**config.mk**
```make
export PLATFORM = sky130hd
export DESIGN_NAME = vobc_regs
export DESIGN_NICKNAME = d
export VERILOG_FILES = /design/src/vobc_pkg.sv /design/src/vobc_regs.sv
export SDC_FILE = /design/constraint.sdc
export NUM_CORES = 1
export LEC_CHECK = 0
export CORE_MARGIN = 5
export CORE_UTILIZATION = 41
export CTS_CLUSTER_DIAMETER = 80
export DETAILED_ROUTE_END_ITERATION = 7
export DONT_BUFFER_PORTS = 1
export SLEW_MARGIN = 20
export SYNTH_ARGS = -nofsm -noshare
export SYNTH_HDL_FRONTEND = slang
export SYNTH_SLANG_ARGS = --single-unit
```
**constraint.sdc**
```tcl
create_clock -name clk_i -period 1.4 [get_ports clk_i]
set_input_delay 0.07 -clock clk_i [delete_from_list [all_inputs] [get_ports clk_i]]
set_output_delay 0.07 -clock clk_i [all_outputs]
set_load 0.01 [all_outputs]
```
**src/vobc_pkg.sv**
```systemverilog
// Register map, field layout and reset values of the overlay config bank
package vobc_pkg;

  // Register address width and byte addresses
  localparam int unsigned ADDR_W        = 6;
  localparam logic [5:0]  OFS_ORIGIN    = 6'h00;
  localparam logic [5:0]  OFS_SIZE      = 6'h04;
  localparam logic [5:0]  OFS_ADDR_Y    = 6'h08;
  localparam logic [5:0]  OFS_ADDR_CB   = 6'h0c;
  localparam logic [5:0]  OFS_ADDR_CR   = 6'h10;
  localparam logic [5:0]  OFS_ADDR_OVL  = 6'h14;
  localparam logic [5:0]  OFS_CSTRIDE   = 6'h18;
  localparam logic [5:0]  OFS_YSTRIDE   = 6'h1c;
  localparam logic [5:0]  OFS_ECTL      = 6'h20;

  // Origin / size fields: row, column, alpha weight
  localparam int unsigned ROW_LSB       = 0;
  localparam int unsigned ROW_W         = 12;
  localparam int unsigned COL_LSB       = 12;
  localparam int unsigned COL_W         = 12;
  localparam int unsigned ALPHA_LSB     = 24;
  localparam int unsigned ALPHA_W       = 8;

  // Stride fields, two per register
  localparam int unsigned STRIDE_W      = 16;
  localparam int unsigned STRIDE_LO_LSB = 0;
  localparam int unsigned STRIDE_HI_LSB = 16;

  // Buffer length and alignment in streaming mode
  localparam int unsigned LEN_W         = 24;
  localparam int unsigned ALIGN_BITS    = 6;

  // Enhanced control fields
  localparam int unsigned EC_ENABLE     = 0;
  localparam int unsigned EC_FULL_BLEND = 1;
  localparam int unsigned EC_CLIP       = 2;
  localparam int unsigned EC_SYNC_STRM  = 3;
  localparam int unsigned EC_FIELD_SYNC = 4;
  localparam int unsigned EC_GENLOCK    = 5;
  localparam int unsigned EC_KEY        = 6;
  localparam int unsigned EC_FEAT_W     = 7;
  localparam int unsigned REV_LSB       = 28;
  localparam int unsigned REV_W         = 4;
  // Revision code: value is arbitrary
  localparam logic [3:0]  REVISION      = 4'h2;

  // Reset values
  localparam logic [31:0] RST_CFG       = 32'h0000_0000;
  localparam logic [6:0]  RST_FEAT      = 7'h00;

  // Legacy blend levels 0, 25, 50, 75, 100 percent
  localparam logic [7:0]  LVL_0         = 8'h00;
  localparam logic [7:0]  LVL_25        = 8'h40;
  localparam logic [7:0]  LVL_50        = 8'h80;
  localparam logic [7:0]  LVL_75        = 8'hc0;
  localparam logic [7:0]  LVL_100       = 8'hff;
  localparam logic [7:0]  THR_12        = 8'h20;
  localparam logic [7:0]  THR_37        = 8'h60;
  localparam logic [7:0]  THR_62        = 8'ha0;
  localparam logic [7:0]  THR_87        = 8'he0;

  // Transfer modes, one-hot
  typedef enum logic [2:0] {
    VOBC_REFRESH = 3'b001,
    VOBC_STREAM  = 3'b010,
    VOBC_MESSAGE = 3'b100
  } vobc_mode_t;

endpackage

```
**src/vobc_regs.sv**
```systemverilog
// Overlay, buffer and stride configuration bank of the video output unit
// Behaviour
// - Overlay column gives the first overlay pixel, zero is the image's first pixel, and it is even.
// - For 4:2:2+alpha overlays the weight is the first one when the alpha bit is 1, else the second.
// - Second address is the Cb start in refresh, a 64-byte aligned buffer in streaming, unused in messaging.
// - Third address is the Cr start in refresh, else a 24-bit first length, a multiple of 64 when streaming.
// - In refresh the overlay address is the overlay start, taken up at the next frame boundary.
// - In streaming the overlay address is a second length, a multiple of 64, unused in messaging.
// - Luma, Cb, Cr and overlay each have a 16-bit unsigned line stride in bytes.
// - Enhanced features are off after reset until software turns them on.
// - The top four bits of the enhanced control register read the revision.
// - An enabled enhanced feature replaces its legacy counterpart, never runs beside it.
// - With the enhanced enable bit at 0, its reset value, the unit acts as the legacy one.
`timescale 1ns/10ps
module vobc_regs
  import vobc_pkg::*;
(
  // Clock and reset
  input  wire logic                 clk_i,
  input  wire logic                 nrst_i,
  // Register access port
  input  wire logic [ADDR_W-1:0]    reg_addr_i,
  input  wire logic                 reg_wr_i,
  input  wire logic                 reg_rd_i,
  input  wire logic [31:0]          reg_wdata_i,
  output logic      [31:0]          reg_rdata_o,
  output logic                      reg_rvalid_o,
  output logic                      reg_err_o,
  // Datapath context
  input  wire logic [2:0]           mode_i,
  input  wire logic                 frame_start_i,
  input  wire logic                 alpha_bit_i,
  // Overlay placement and blend
  output logic [ROW_W-1:0]          overlay_first_row_o,
  output logic [COL_W-1:0]          overlay_first_column_o,
  output logic [ROW_W-1:0]          overlay_height_o,
  output logic [COL_W-1:0]          overlay_width_o,
  output logic [ALPHA_W-1:0]        blend_weight_o,
  // Buffer addresses and lengths
  output logic [31:0]               luma_plane_start_o,
  output logic [31:0]               cb_plane_start_o,
  output logic [31:0]               cr_plane_start_o,
  output logic [31:0]               ovl_plane_start_o,
  output logic [31:0]               second_buffer_start_o,
  output logic [LEN_W-1:0]          first_buffer_length_o,
  output logic [LEN_W-1:0]          second_buffer_length_o,
  // Line strides
  output logic [STRIDE_W-1:0]       luma_line_stride_o,
  output logic [STRIDE_W-1:0]       cb_line_stride_o,
  output logic [STRIDE_W-1:0]       cr_line_stride_o,
  output logic [STRIDE_W-1:0]       ovl_line_stride_o,
  // Enhanced feature controls
  output logic                      enhanced_features_on_o,
  output logic                      full_blend_o,
  output logic                      clip_enable_o,
  output logic                      sync_streaming_o,
  output logic                      field_sync_o,
  output logic                      genlock_o,
  output logic                      key_enable_o
);

  // Stored registers and combinational helpers
  logic [31:0]           overlay_origin_alpha_high;
  logic [31:0]           overlay_size_alpha_low;
  logic [31:0]           luma_or_first_buffer_address;
  logic [31:0]           cb_or_second_buffer_address;
  logic [31:0]           cr_address_or_first_length;
  logic [31:0]           overlay_address_or_second_length;
  logic [31:0]           chroma_line_strides;
  logic [31:0]           luma_overlay_line_strides;
  logic [EC_FEAT_W-1:0]  enhanced_feat;
  logic [31:0]           ovl_addr_live;
  logic [31:0]           next_rdata;
  logic                  next_hit;
  logic [ALPHA_W-1:0]    raw_weight;
  logic [ALPHA_W-1:0]    legacy_weight;
  logic [ALPHA_W-1:0]    next_weight;
  logic                  feat_on;
  logic [31:0]           align_mask;
  vobc_mode_t            mode;

  assign mode       = vobc_mode_t'(mode_i);
  assign feat_on    = enhanced_feat[EC_ENABLE];
  assign align_mask = ~((32'h0000_0001 << ALIGN_BITS) - 32'h0000_0001);

  // Register writes; each address owns its own storage
  always_ff @(posedge clk_i or negedge nrst_i) begin
    if (!nrst_i) begin
      overlay_origin_alpha_high        <= RST_CFG;
      overlay_size_alpha_low           <= RST_CFG;
      luma_or_first_buffer_address     <= RST_CFG;
      cb_or_second_buffer_address      <= RST_CFG;
      cr_address_or_first_length       <= RST_CFG;
      overlay_address_or_second_length <= RST_CFG;
      chroma_line_strides              <= RST_CFG;
      luma_overlay_line_strides        <= RST_CFG;
      enhanced_feat                    <= RST_FEAT;
    end else if (reg_wr_i) begin
      case (reg_addr_i)
        OFS_ORIGIN:   overlay_origin_alpha_high        <= reg_wdata_i;
        OFS_SIZE:     overlay_size_alpha_low           <= reg_wdata_i;
        OFS_ADDR_Y:   luma_or_first_buffer_address     <= reg_wdata_i;
        OFS_ADDR_CB:  cb_or_second_buffer_address      <= reg_wdata_i;
        OFS_ADDR_CR:  cr_address_or_first_length       <= reg_wdata_i;
        OFS_ADDR_OVL: overlay_address_or_second_length <= reg_wdata_i;
        OFS_CSTRIDE:  chroma_line_strides              <= reg_wdata_i;
        OFS_YSTRIDE:  luma_overlay_line_strides        <= reg_wdata_i;
        OFS_ECTL:     enhanced_feat <= reg_wdata_i[EC_FEAT_W-1:0];
        default: begin
        end
      endcase
    end
  end

  // Read mux; undefined control bits read zero, revision is fixed
  always_comb begin
    next_hit   = 1'b1;
    next_rdata = 32'h0000_0000;
    case (reg_addr_i)
      OFS_ORIGIN:   next_rdata = overlay_origin_alpha_high;
      OFS_SIZE:     next_rdata = overlay_size_alpha_low;
      OFS_ADDR_Y:   next_rdata = luma_or_first_buffer_address;
      OFS_ADDR_CB:  next_rdata = cb_or_second_buffer_address;
      OFS_ADDR_CR:  next_rdata = cr_address_or_first_length;
      OFS_ADDR_OVL: next_rdata = overlay_address_or_second_length;
      OFS_CSTRIDE:  next_rdata = chroma_line_strides;
      OFS_YSTRIDE:  next_rdata = luma_overlay_line_strides;
      OFS_ECTL: begin
        next_rdata[REV_LSB +: REV_W]    = REVISION;
        next_rdata[EC_FEAT_W-1:0]       = enhanced_feat;
      end
      default:      next_hit   = 1'b0;
    endcase
  end

  // Read answer one cycle after the strobe, held until the next read
  always_ff @(posedge clk_i or negedge nrst_i) begin
    if (!nrst_i) begin
      reg_rdata_o <= 32'h0000_0000;
    end else if (reg_rd_i) begin
      reg_rdata_o <= next_hit ? next_rdata : 32'h0000_0000;
    end
  end

  // Read valid is a one-cycle pulse
  always_ff @(posedge clk_i or negedge nrst_i) begin
    if (!nrst_i) begin
      reg_rvalid_o <= 1'b0;
    end else begin
      reg_rvalid_o <= reg_rd_i;
    end
  end

  // Error pulse flags an access to a hole in the map
  always_ff @(posedge clk_i or negedge nrst_i) begin
    if (!nrst_i) begin
      reg_err_o <= 1'b0;
    end else begin
      reg_err_o <= (reg_rd_i | reg_wr_i) & ~next_hit;
    end
  end

  // Overlay start is frame-synchronous so a mid-frame rewrite cannot tear
  always_ff @(posedge clk_i or negedge nrst_i) begin
    if (!nrst_i) begin
      ovl_addr_live <= RST_CFG;
    end else if (frame_start_i) begin
      ovl_addr_live <= overlay_address_or_second_length;
    end
  end

  // Legacy blending offers only five levels; snap to the nearest
  always_comb begin
    raw_weight = alpha_bit_i ?
      overlay_origin_alpha_high[ALPHA_LSB +: ALPHA_W] :
      overlay_size_alpha_low[ALPHA_LSB +: ALPHA_W];
    if (raw_weight < THR_12) begin
      legacy_weight = LVL_0;
    end else if (raw_weight < THR_37) begin
      legacy_weight = LVL_25;
    end else if (raw_weight < THR_62) begin
      legacy_weight = LVL_50;
    end else if (raw_weight < THR_87) begin
      legacy_weight = LVL_75;
    end else begin
      legacy_weight = LVL_100;
    end
    // Enable alone keeps the legacy levels; full blend needs both bits
    next_weight = (feat_on && enhanced_feat[EC_FULL_BLEND]) ?
      raw_weight : legacy_weight;
  end

  // Overlay placement and blend weight
  always_ff @(posedge clk_i or negedge nrst_i) begin
    if (!nrst_i) begin
      overlay_first_row_o    <= '0;
      overlay_first_column_o <= '0;
      overlay_height_o       <= '0;
      overlay_width_o        <= '0;
      blend_weight_o         <= '0;
    end else begin
      overlay_first_row_o    <=
        overlay_origin_alpha_high[ROW_LSB +: ROW_W];
      // Odd columns would split a chroma pair, so bit 0 is dropped
      overlay_first_column_o <=
        overlay_origin_alpha_high[COL_LSB +: COL_W] & ~12'h001;
      overlay_height_o       <= overlay_size_alpha_low[ROW_LSB +: ROW_W];
      overlay_width_o        <= overlay_size_alpha_low[COL_LSB +: COL_W];
      blend_weight_o         <= next_weight;
    end
  end

  // Mode-dependent meaning of the address registers
  always_ff @(posedge clk_i or negedge nrst_i) begin
    if (!nrst_i) begin
      luma_plane_start_o     <= '0;
      cb_plane_start_o       <= '0;
      cr_plane_start_o       <= '0;
      ovl_plane_start_o      <= '0;
      second_buffer_start_o  <= '0;
      first_buffer_length_o  <= '0;
      second_buffer_length_o <= '0;
    end else begin
      luma_plane_start_o     <= luma_or_first_buffer_address;
      cb_plane_start_o       <= '0;
      cr_plane_start_o       <= '0;
      ovl_plane_start_o      <= '0;
      second_buffer_start_o  <= '0;
      first_buffer_length_o  <= '0;
      second_buffer_length_o <= '0;
      case (mode)
        VOBC_REFRESH: begin
          cb_plane_start_o  <= cb_or_second_buffer_address;
          cr_plane_start_o  <= cr_address_or_first_length;
          ovl_plane_start_o <= ovl_addr_live;
        end
        VOBC_STREAM: begin
          second_buffer_start_o  <=
            cb_or_second_buffer_address & align_mask;
          first_buffer_length_o  <=
            cr_address_or_first_length[LEN_W-1:0] &
            align_mask[LEN_W-1:0];
          second_buffer_length_o <=
            overlay_address_or_second_length[LEN_W-1:0] &
            align_mask[LEN_W-1:0];
        end
        VOBC_MESSAGE: begin
          first_buffer_length_o <=
            cr_address_or_first_length[LEN_W-1:0];
        end
        default: begin
        end
      endcase
    end
  end

  // Per-plane line strides
  always_ff @(posedge clk_i or negedge nrst_i) begin
    if (!nrst_i) begin
      luma_line_stride_o <= '0;
      cb_line_stride_o   <= '0;
      cr_line_stride_o   <= '0;
      ovl_line_stride_o  <= '0;
    end else begin
      cb_line_stride_o   <=
        chroma_line_strides[STRIDE_LO_LSB +: STRIDE_W];
      cr_line_stride_o   <= chroma_line_strides[STRIDE_HI_LSB +: STRIDE_W];
      luma_line_stride_o <=
        luma_overlay_line_strides[STRIDE_LO_LSB +: STRIDE_W];
      ovl_line_stride_o  <=
        luma_overlay_line_strides[STRIDE_HI_LSB +: STRIDE_W];
    end
  end

  // Feature bits count only while the master enable is set
  always_ff @(posedge clk_i or negedge nrst_i) begin
    if (!nrst_i) begin
      enhanced_features_on_o <= 1'b0;
      full_blend_o           <= 1'b0;
      clip_enable_o          <= 1'b0;
      sync_streaming_o       <= 1'b0;
      field_sync_o           <= 1'b0;
      genlock_o              <= 1'b0;
      key_enable_o           <= 1'b0;
    end else begin
      enhanced_features_on_o <= feat_on;
      full_blend_o     <= feat_on & enhanced_feat[EC_FULL_BLEND];
      clip_enable_o    <= feat_on & enhanced_feat[EC_CLIP];
      // Sync streaming has no meaning outside streaming mode
      sync_streaming_o <= feat_on & enhanced_feat[EC_SYNC_STRM] &
                          (mode == VOBC_STREAM);
      field_sync_o     <= feat_on & enhanced_feat[EC_FIELD_SYNC];
      genlock_o        <= feat_on & enhanced_feat[EC_GENLOCK];
      key_enable_o     <= feat_on & enhanced_feat[EC_KEY];
    end
  end

endmodule

```
==> summary.md, run 1 <==
| Metric | Value |
|---|---|
| Hold Crit Class | `in2async` |
| Clock Skew | `between 0.006 and 0.007 ns` |
| Synth-to-Final Area Change | `21.2%` |
| Seq cells post-synth | `between 600 and 700` |
| CTS max path bufs | `3` |
| Worst Tran Pin Value | `0.886 ns` |
| Root Driver | `clkbuf_16` |
| YS warnings | `0` |
| Mean Syn Cell Area | `15.8 um2` |
| FP Rows | `88` |
| Post-Synth XOR/XNOR Area | `0` |
| EDFF count, synth | `0` |
| Vias in the first global route | `14400` |
| WP data required | `around 1.9 ns` |
| DRT Wirelength | `around 70 mm` |
| Main combinational cell family by area after synthesis | `multiplexers` |
| Max_cap viols | `0` |
| IO Count | `between 400 and 500` |
| Clock Sinks | `approximately 650` |
| Post-Place Worst Slack | `-0.474 ns` |
| Pre-antenna DRT Iters | `4` |
| Detailed Place HPWL | `44.5 mm` |
| # setup viols final | `36` |
| RSZ-0062 raised after global routing | `yes` |
| Initial Util | `0.415` |
| # H-tree levels | `3` |
| Later-pin clock latency in the skew report | `~0.6 ns` |
| Routability Congestion | `roughly 0.81` |
| Placed cell areas | `approximately 0.025 mm2` |
| Largest net degree at the start of global routing | `652` |
| Syn Inst Count | `1517` |
| Design area | `just under 0.03 mm2` |
| Crit Path Category | `reg2reg` |
| DR WL/cell | `about 28 um` |
| Final Hold Viols | `~280` |
| FF-to-FF setup slack | `-0.22 ns` |
| All-Layer GR Usage | `0.216` |
| Core area | `0.0577 mm2` |
| CP startpoint kind | `flip-flop` |
| Crit path capture type | `flip-flop` |
| Clock-pin slew on the worst setup and hold paths | `approximately 0.06 ns` |
| Leakage power | `14.1 nW` |
| Synth unique cells | `57` |
| CTS tree | `built` |
| First-pass GRT wire length | `102 mm` |
| Post-synthesis compound-gate area fraction | `0.0309` |
| Die width | `between 200 and 300 um` |
| Initial antenna violation count | `2` |
| Fraction of layout cells with a size suffix above 1 | `0.352` |
| Die Height | `252 um` |
| Total CTS buffers | `68` |
| Maximum clock frequency | `619 MHz` |
| Via Count | `13500` |
| Failing checks | `hold timing, setup timing` |
| Power per cell area | `1560 mW/mm2` |
| Relative slew margins | `0.409` |
| Port Buffer Count | `0` |
| Arrival time at the worst endpoint | `2.10 ns` |
| Initial DRC count | `963` |
| Synthesized cell area | `0.0239 mm2` |
| DRC errors left | `0` |
| Fin Hold WS | `-0.834 ns` |
| Simple-Gate Fraction of Synth Area | `0.0677` |
| Drt via density | `5.38` |
| Sequential-to-total area share from yosys stat | `0.681` |
| Total Nets Final | `1737` |
| Final period utilization | `1.15` |
| Post-synth ARST share | `1.00` |
| Post-Synth Adder-Cell Area | `0` |
| Crit Path Max Fanout | `2` |
| Die ar. | `0.0633 mm2` |
| Final ANT Viol Nets | `0` |
| # fillers | `4886` |
| Slack of the critical path | `-0.217 ns` |
| Status | `finished with violations` |
| Mux contribution to synthesized area | `0.198` |
| Minimum clock period | `1.62 ns` |
| Total grt overflow | `0` |
| Setup_tns | `-5.73 ns` |
| Final slew viol count | `0` |
| Most used DFF post-synth | `dfrtp_1` |
| Peak VDD IR | `slightly above 900 uV` |
synth_stat cells (10+ instances only):
| cell type | number | area share |
|---|---|---|
| nand2_1 | 30 | 0.0047 |
| mux2_2 | 295 | 0.14 |
| buf_4 | 19 | 0.0060 |
| clkbuf_1 | 34 | 0.0053 |
| mux2i_1 | 60 | 0.025 |
| mux2_4 | 10 | 0.0063 |
| a221oi_1 | 11 | 0.0040 |
| a22oi_1 | 10 | 0.0031 |
| buf_2 | 24 | 0.0050 |
| nor3_1 | 29 | 0.0061 |
| mux4_2 | 28 | 0.026 |
| nor2b_1 | 21 | 0.0055 |
| buf_1 | 10 | 0.0016 |
| and2_1 | 152 | 0.040 |
| dfrtp_1 | 651 | 0.68 |
| o21ai_0 | 22 | 0.0046 |
worst max-delay path, stage by stage, from the launching register on:
cell     delay, ns
dfrtp_1       0.40
mux4_2        0.47
and2_4        0.15
a221o_1       0.26
o221a_2       0.22
cells in the final DEF (no fill, tap or decap), types with 7 or more instances in the layout:
| cell type | Yosys | final |
|---|---|---|
| dfrtp_1 | 651 | 651 |
| mux2_2 | 295 | 290 |
| and2_1 | 152 | 150 |
| buf_4 | 19 | 88 |
| clkbuf_16 | 0 | 71 |
| dlygate4sd3_1 | 0 | 62 |
| mux2i_1 | 60 | 58 |
| mux4_2 | 28 | 28 |
| nand2_1 | 30 | 24 |
| nor3_1 | 29 | 22 |
| o21ai_0 | 22 | 22 |
| nor2b_1 | 21 | 21 |
| buf_12 | 0 | 20 |
| mux2_4 | 10 | 16 |
| conb_1 | 1 | 13 |
| clkinv_2 | 0 | 13 |
| a221oi_1 | 11 | 10 |
| bufinv_16 | 0 | 10 |
| inv_6 | 0 | 9 |
| clkbuf_8 | 0 | 9 |
| clkbuf_1 | 34 | 9 |
| inv_1 | 8 | 8 |
| o2bb2ai_1 | 8 | 8 |
| nand3_1 | 8 | 7 |
| a22oi_1 | 10 | 7 |
| nor3_2 | 1 | 7 |
| dlymetal6s4s_1 | 0 | 7 |
where the power goes:
part	internal [mW]	leakage (nW)	switching (mW)
Sequential	20.7	8.77	1.79
Combinational	2.01	4.14	1.61
Clock	11.4	1.16	7.53
what timing repair did:
action                                  4_1_cts  5_1_grt
pin swaps                                     3        3
buffers inserted                              4       10
resized for setup                             3       29
endpoints found under the hold margin      1134      384
cloned                                        0        2
endpoints found under the setup margin        8      271
hold buffers                                 72        1
layout make-up:
type | count | area (um2) | share of cell area
Multi-Input combinational cell | 775 | 7380 | 0.255
Sequential cell | 651 | 16300 | 0.562
Tap cell | 765 | 957 | 0.0330
Timing Repair Buffer | 185 | 1970 | 0.0679
Inverter | 9 | 37.5 | 0.00130
Clock inverter | 35 | 468 | 0.0161
Clock buffer | 87 | 1880 | 0.0650
Antenna cell | 1 | 2.50 | 0.0000863
logic make-up after synthesis:
| family | count (synthesis) |
|---|---|
| mux | 395 |
| buf+inv | 103 |
| flops | 651 |
| compound gates | 99 |
| simple gates | 268 |
| other cells | 1 |
path summary, 6_finish.rpt:
| check | cells after the start | end | from |
|---|---|---|---|
| worst max-delay path | 4 | reg_rdata_o[4]$_DFFE_PN0P_ | luma_or_first_buffer_address[4]$_DFFE_PN0P_ |
| worst min-delay path | 0 | luma_plane_start_o[4]$_DFF_PN0_ | nrst_i |
| worst max register to register | 4 | reg_rdata_o[4]$_DFFE_PN0P_ | luma_or_first_buffer_address[4]$_DFFE_PN0P_ |
| worst min register to register | 0 | cr_line_stride_o[6]$_DFF_PN0_ | chroma_line_strides[22]$_DFFE_PN0P_ |
| max in group asynchronous | 3 | second_buffer_length_o[13]$_DFF_PN0_ | nrst_i |
| min in group clk_i | 2 | reg_rdata_o[20]$_DFFE_PN0P_ | reg_addr_i[2] |
metrics by stage:
stage | util | power [mW] | instances
after floorplan | - | 24.2 | 1529
after global placement | 0.441 | 25.4 | 2292
after detailed placement | 0.441 | 25.5 | 2292
after CTS | 0.496 | 45.1 | 2490
after global routing | 0.502 | 46.9 | 2507
final | 0.502 | 45.1 | 2508
layer usage:
layer / GRT usage / vias up / share of wire
met5: 0 / - / 0.00019
met4: 0.0692 / 2 / 0.027
met1: 0.279 / 7271 / 0.41
li1: - / 5656 / -
met3: 0.0659 / 96 / 0.071
met2: 0.354 / 460 / 0.49
No activity file was read; power rests on OpenSTA's default activity.
==> inputs of run 2 (changes only) <==
--- a/config.mk
+++ b/config.mk
@@ -10,6 +10,7 @@
 export CTS_CLUSTER_DIAMETER = 80
 export DETAILED_ROUTE_END_ITERATION = 7
 export DONT_BUFFER_PORTS = 1
+export PLACE_DENSITY = 0.64
 export SLEW_MARGIN = 20
 export SYNTH_ARGS = -nofsm -noshare
 export SYNTH_HDL_FRONTEND = slang
==> summary.md, run 2 (synthesis results as in run 1) <==
| Metric | Value |
|---|---|
| Status | `finished with violations` |
| Failing checks | `hold timing, setup timing` |
| Largest net degree at the start of global routing | `652 (unchanged)` |
| Sw Ratio | `0.233 (-0.00975)` |
| Final Util | `0.506 (+0.00406)` |
| IO Count | `416 (unchanged)` |
| DR WL/cell | `27.8 um (-0.13%)` |
| Crit Path Category | `reg2reg` |
| All-Layer GR Usage | `0.219 (+0.00259)` |
| Reg-to-Reg End | `reg_rdata_o[2]$_DFFE_PN0P_` |
| Maximum clock frequency | `627 MHz (+1.4%)` |
| Total grt overflow | `0 (unchanged)` |
| Die Height | `252 um (unchanged)` |
| Register share of total power | `0.503 (+0.004)` |
| Clock-pin slew on the worst setup and hold paths | `0.06 ns (about the same)` |
| FP Rows | `88 (unchanged)` |
| Root Driver | `clkbuf_16` |
| DRT Wirelength | `70.7 mm (+1.2%)` |
| Later-pin clock latency in the skew report | `0.59 ns (about the same)` |
| Commonest non-fill, non-tap cell in the layout | `dfrtp_1` |
| Design area | `0.0292 mm2 (+0.81%)` |
| Hold Crit Class | `in2async` |
| First-pass GRT wire length | `102 mm (+0.67%)` |
| Detailed Place HPWL | `45.2 mm (+1.6%)` |
| Final ANT Viol Nets | `0 (unchanged)` |
| Commonest non-fill, non-tap cells in the layout | `dfrtp_1 (650), mux2_2 (290), and2_1 (150)` |
| Die ar. | `0.0633 mm2 (unchanged)` |
| Crit Path Max Fanout | `2 (unchanged)` |
| Clock Skew | `0.0177 ns (+0.0110 ns)` |
| Slack of the critical path | `-0.194 ns (+0.0224 ns)` |
| Fin Hold WS | `-0.812 ns (+0.0221 ns)` |
| WP data required | `1.88 ns (about the same)` |
| Minimum clock period | `1.59 ns (-0.0224 ns)` |
| Placed cell areas | `0.0255 mm2 (+0.27%)` |
| Core area | `0.0577 mm2 (unchanged)` |
| Worst Tran Pin Value | `1.25 ns (+0.363 ns)` |
| Power per cell area | `1530 mW/mm2 (-1.5%)` |
| # setup viols final | `3 (-92%)` |
| Final Hold Viols | `781 (+180%)` |
| RR Startpoint | `cb_or_second_buffer_address[2]$_DFFE_PN0P_` |
| Synth-to-Final Area Change | `22.2%` |
| Total CTS buffers | `68 (unchanged)` |
| Crit path capture type | `flip-flop` |
| Total Nets Final | `1771 (+2.0%)` |
| Final instance count without filler cells | `2542 (+1.4%)` |
| Arrival time at the worst endpoint | `2.08 ns (-0.02 ns)` |
| RSZ-0062 raised after global routing | `yes` |
| Relative slew margins | `0.168 (-0.242)` |
| Worst R2R Path Depth | `4 (unchanged)` |
| Initial antenna violation count | `1 (-1)` |
| Via Count | `13600 (+0.87%)` |
| Routability Congestion | `0.799 (-0.73%)` |
| Initial DRC count | `1053 (+9.3%)` |
| Port Buffer Count | `0 (unchanged)` |
| CTS tree | `built` |
| Initial Util | `0.415 (unchanged)` |
| Max_cap viols | `0 (unchanged)` |
| DRC errors left | `0 (unchanged)` |
| Fraction of layout cells with a size suffix above 1 | `0.343 (-0.00919)` |
| CP startpoint kind | `flip-flop` |
| Drt via density | `5.35 (-0.48%)` |
| Cell-internal power | `34.3 mW (+0.57%)` |
| N_diodes | `0 (-1)` |
| Clk pwr share | `0.421 (about the same)` |
| Final period utilization | `1.14 (-0.0160)` |
| CTS max path bufs | `3 (unchanged)` |
| Pre-antenna DRT Iters | `5 (+1)` |
| Die width | `252 um (unchanged)` |
| # fillers | `4829 (-1.2%)` |
| P_sw | `10.4 mW (-4.7%)` |
| Leakage power | `14.2 nW (+0.88%)` |
| Dpl cells | `2301 (+0.39%)` |
| Final slew viol count | `0 (unchanged)` |
| Peak VDD IR | `1180 uV (+29%)` |
| Logic pwr share | `0.076 (-0.004)` |
| # H-tree levels | `3 (unchanged)` |
| FF-to-FF setup slack | `-0.19 ns (+0.02 ns)` |
| Clock Sinks | `651 (unchanged)` |
| Vias in the first global route | `14400 (-0.53%)` |
run 2: cell types whose count changed in the layout (fill, tap and decap cells not counted), moves of 4 or more:
cell | before | now
buf_16 | 5 | 1
clkbuf_8 | 9 | 18
inv_6 | 9 | 1
dlymetal6s4s_1 | 7 | 2
buf_4 | 88 | 94
dlygate4sd3_1 | 62 | 101
run 2: per-stage QoR:
stage	setup TNS [ns]	setup slack [ns]	power, mW
2_1_floorplan	-82.04	-0.466	24.2
3_3_place_gp	-58.64	-0.478	25.4
3_5_place_dp	-62.46	-0.543	25.5
4_1_cts	-4.68	-0.192	45.1
5_1_grt	-0.579	-0.225	46.5
6_report	-0.380	-0.194	44.8
run 2: worst max path at each step:
stage | from | endpoint | slack [ns] | cells past startpoint
floorplan | reg_addr_i[0] | luma_or_first_buffer_address[10]$_DFFE_PN0P_ | -0.47 | 6
global placement | reg_addr_i[0] | luma_or_first_buffer_address[25]$_DFFE_PN0P_ | -0.48 | 5
detailed placement | reg_addr_i[0] | luma_or_first_buffer_address[23]$_DFFE_PN0P_ | -0.54 | 5
CTS | cb_or_second_buffer_address[2]$_DFFE_PN0P_ | reg_rdata_o[2]$_DFFE_PN0P_ | -0.19 | 4
global route | cb_or_second_buffer_address[2]$_DFFE_PN0P_ | reg_rdata_o[2]$_DFFE_PN0P_ | -0.22 | 4
finish | cb_or_second_buffer_address[2]$_DFFE_PN0P_ | reg_rdata_o[2]$_DFFE_PN0P_ | -0.19 | 4
run 2: per-layer routing:
layer  part of all wire  GRT usage
met1               0.41      0.287
met2               0.48      0.357
met3              0.079     0.0658
met4              0.026     0.0628
met5                  0          0
run 2: final cells by class:
class | instances | area [um2] | share of cell area
sequential | 651 | 16300 | 0.558
timing repair buffer | 219 | 2190 | 0.0748
multi-input combinational | 775 | 7380 | 0.252
clock buffer | 99 | 2060 | 0.0706
tap | 765 | 957 | 0.0328
clock inverter | 24 | 312 | 0.0107
inverter | 9 | 33.8 | 0.00116
run 2: what timing repair did:
item,in CTS,in global routing
resized for setup,3,24
gates cloned,0,1
buffers inserted,1,10
endpoints found under the setup margin,6,97
pin swaps,2,4
hold buffers,104,3
endpoints found under the hold margin,1047,833
run 2: power groups by stage:
stage | Sequential [mW] | Combinational, mW | Clock [mW]
after global placement | 22.8 | 2.58 | 0
after CTS | 22.6 | 3.31 | 19.2
after detailed placement | 22.9 | 2.66 | 0
after floorplan | 22.2 | 2.06 | 0
after global routing | 22.7 | 3.67 | 20.1
final | 22.5 | 3.41 | 18.8
run 2: critical path, cell delays in order (launching register included):
cell and delay [ns]:
dfrtp_1 0.39, mux4_2 0.47, and2_4 0.15, a221o_1 0.26
o221a_2 0.22
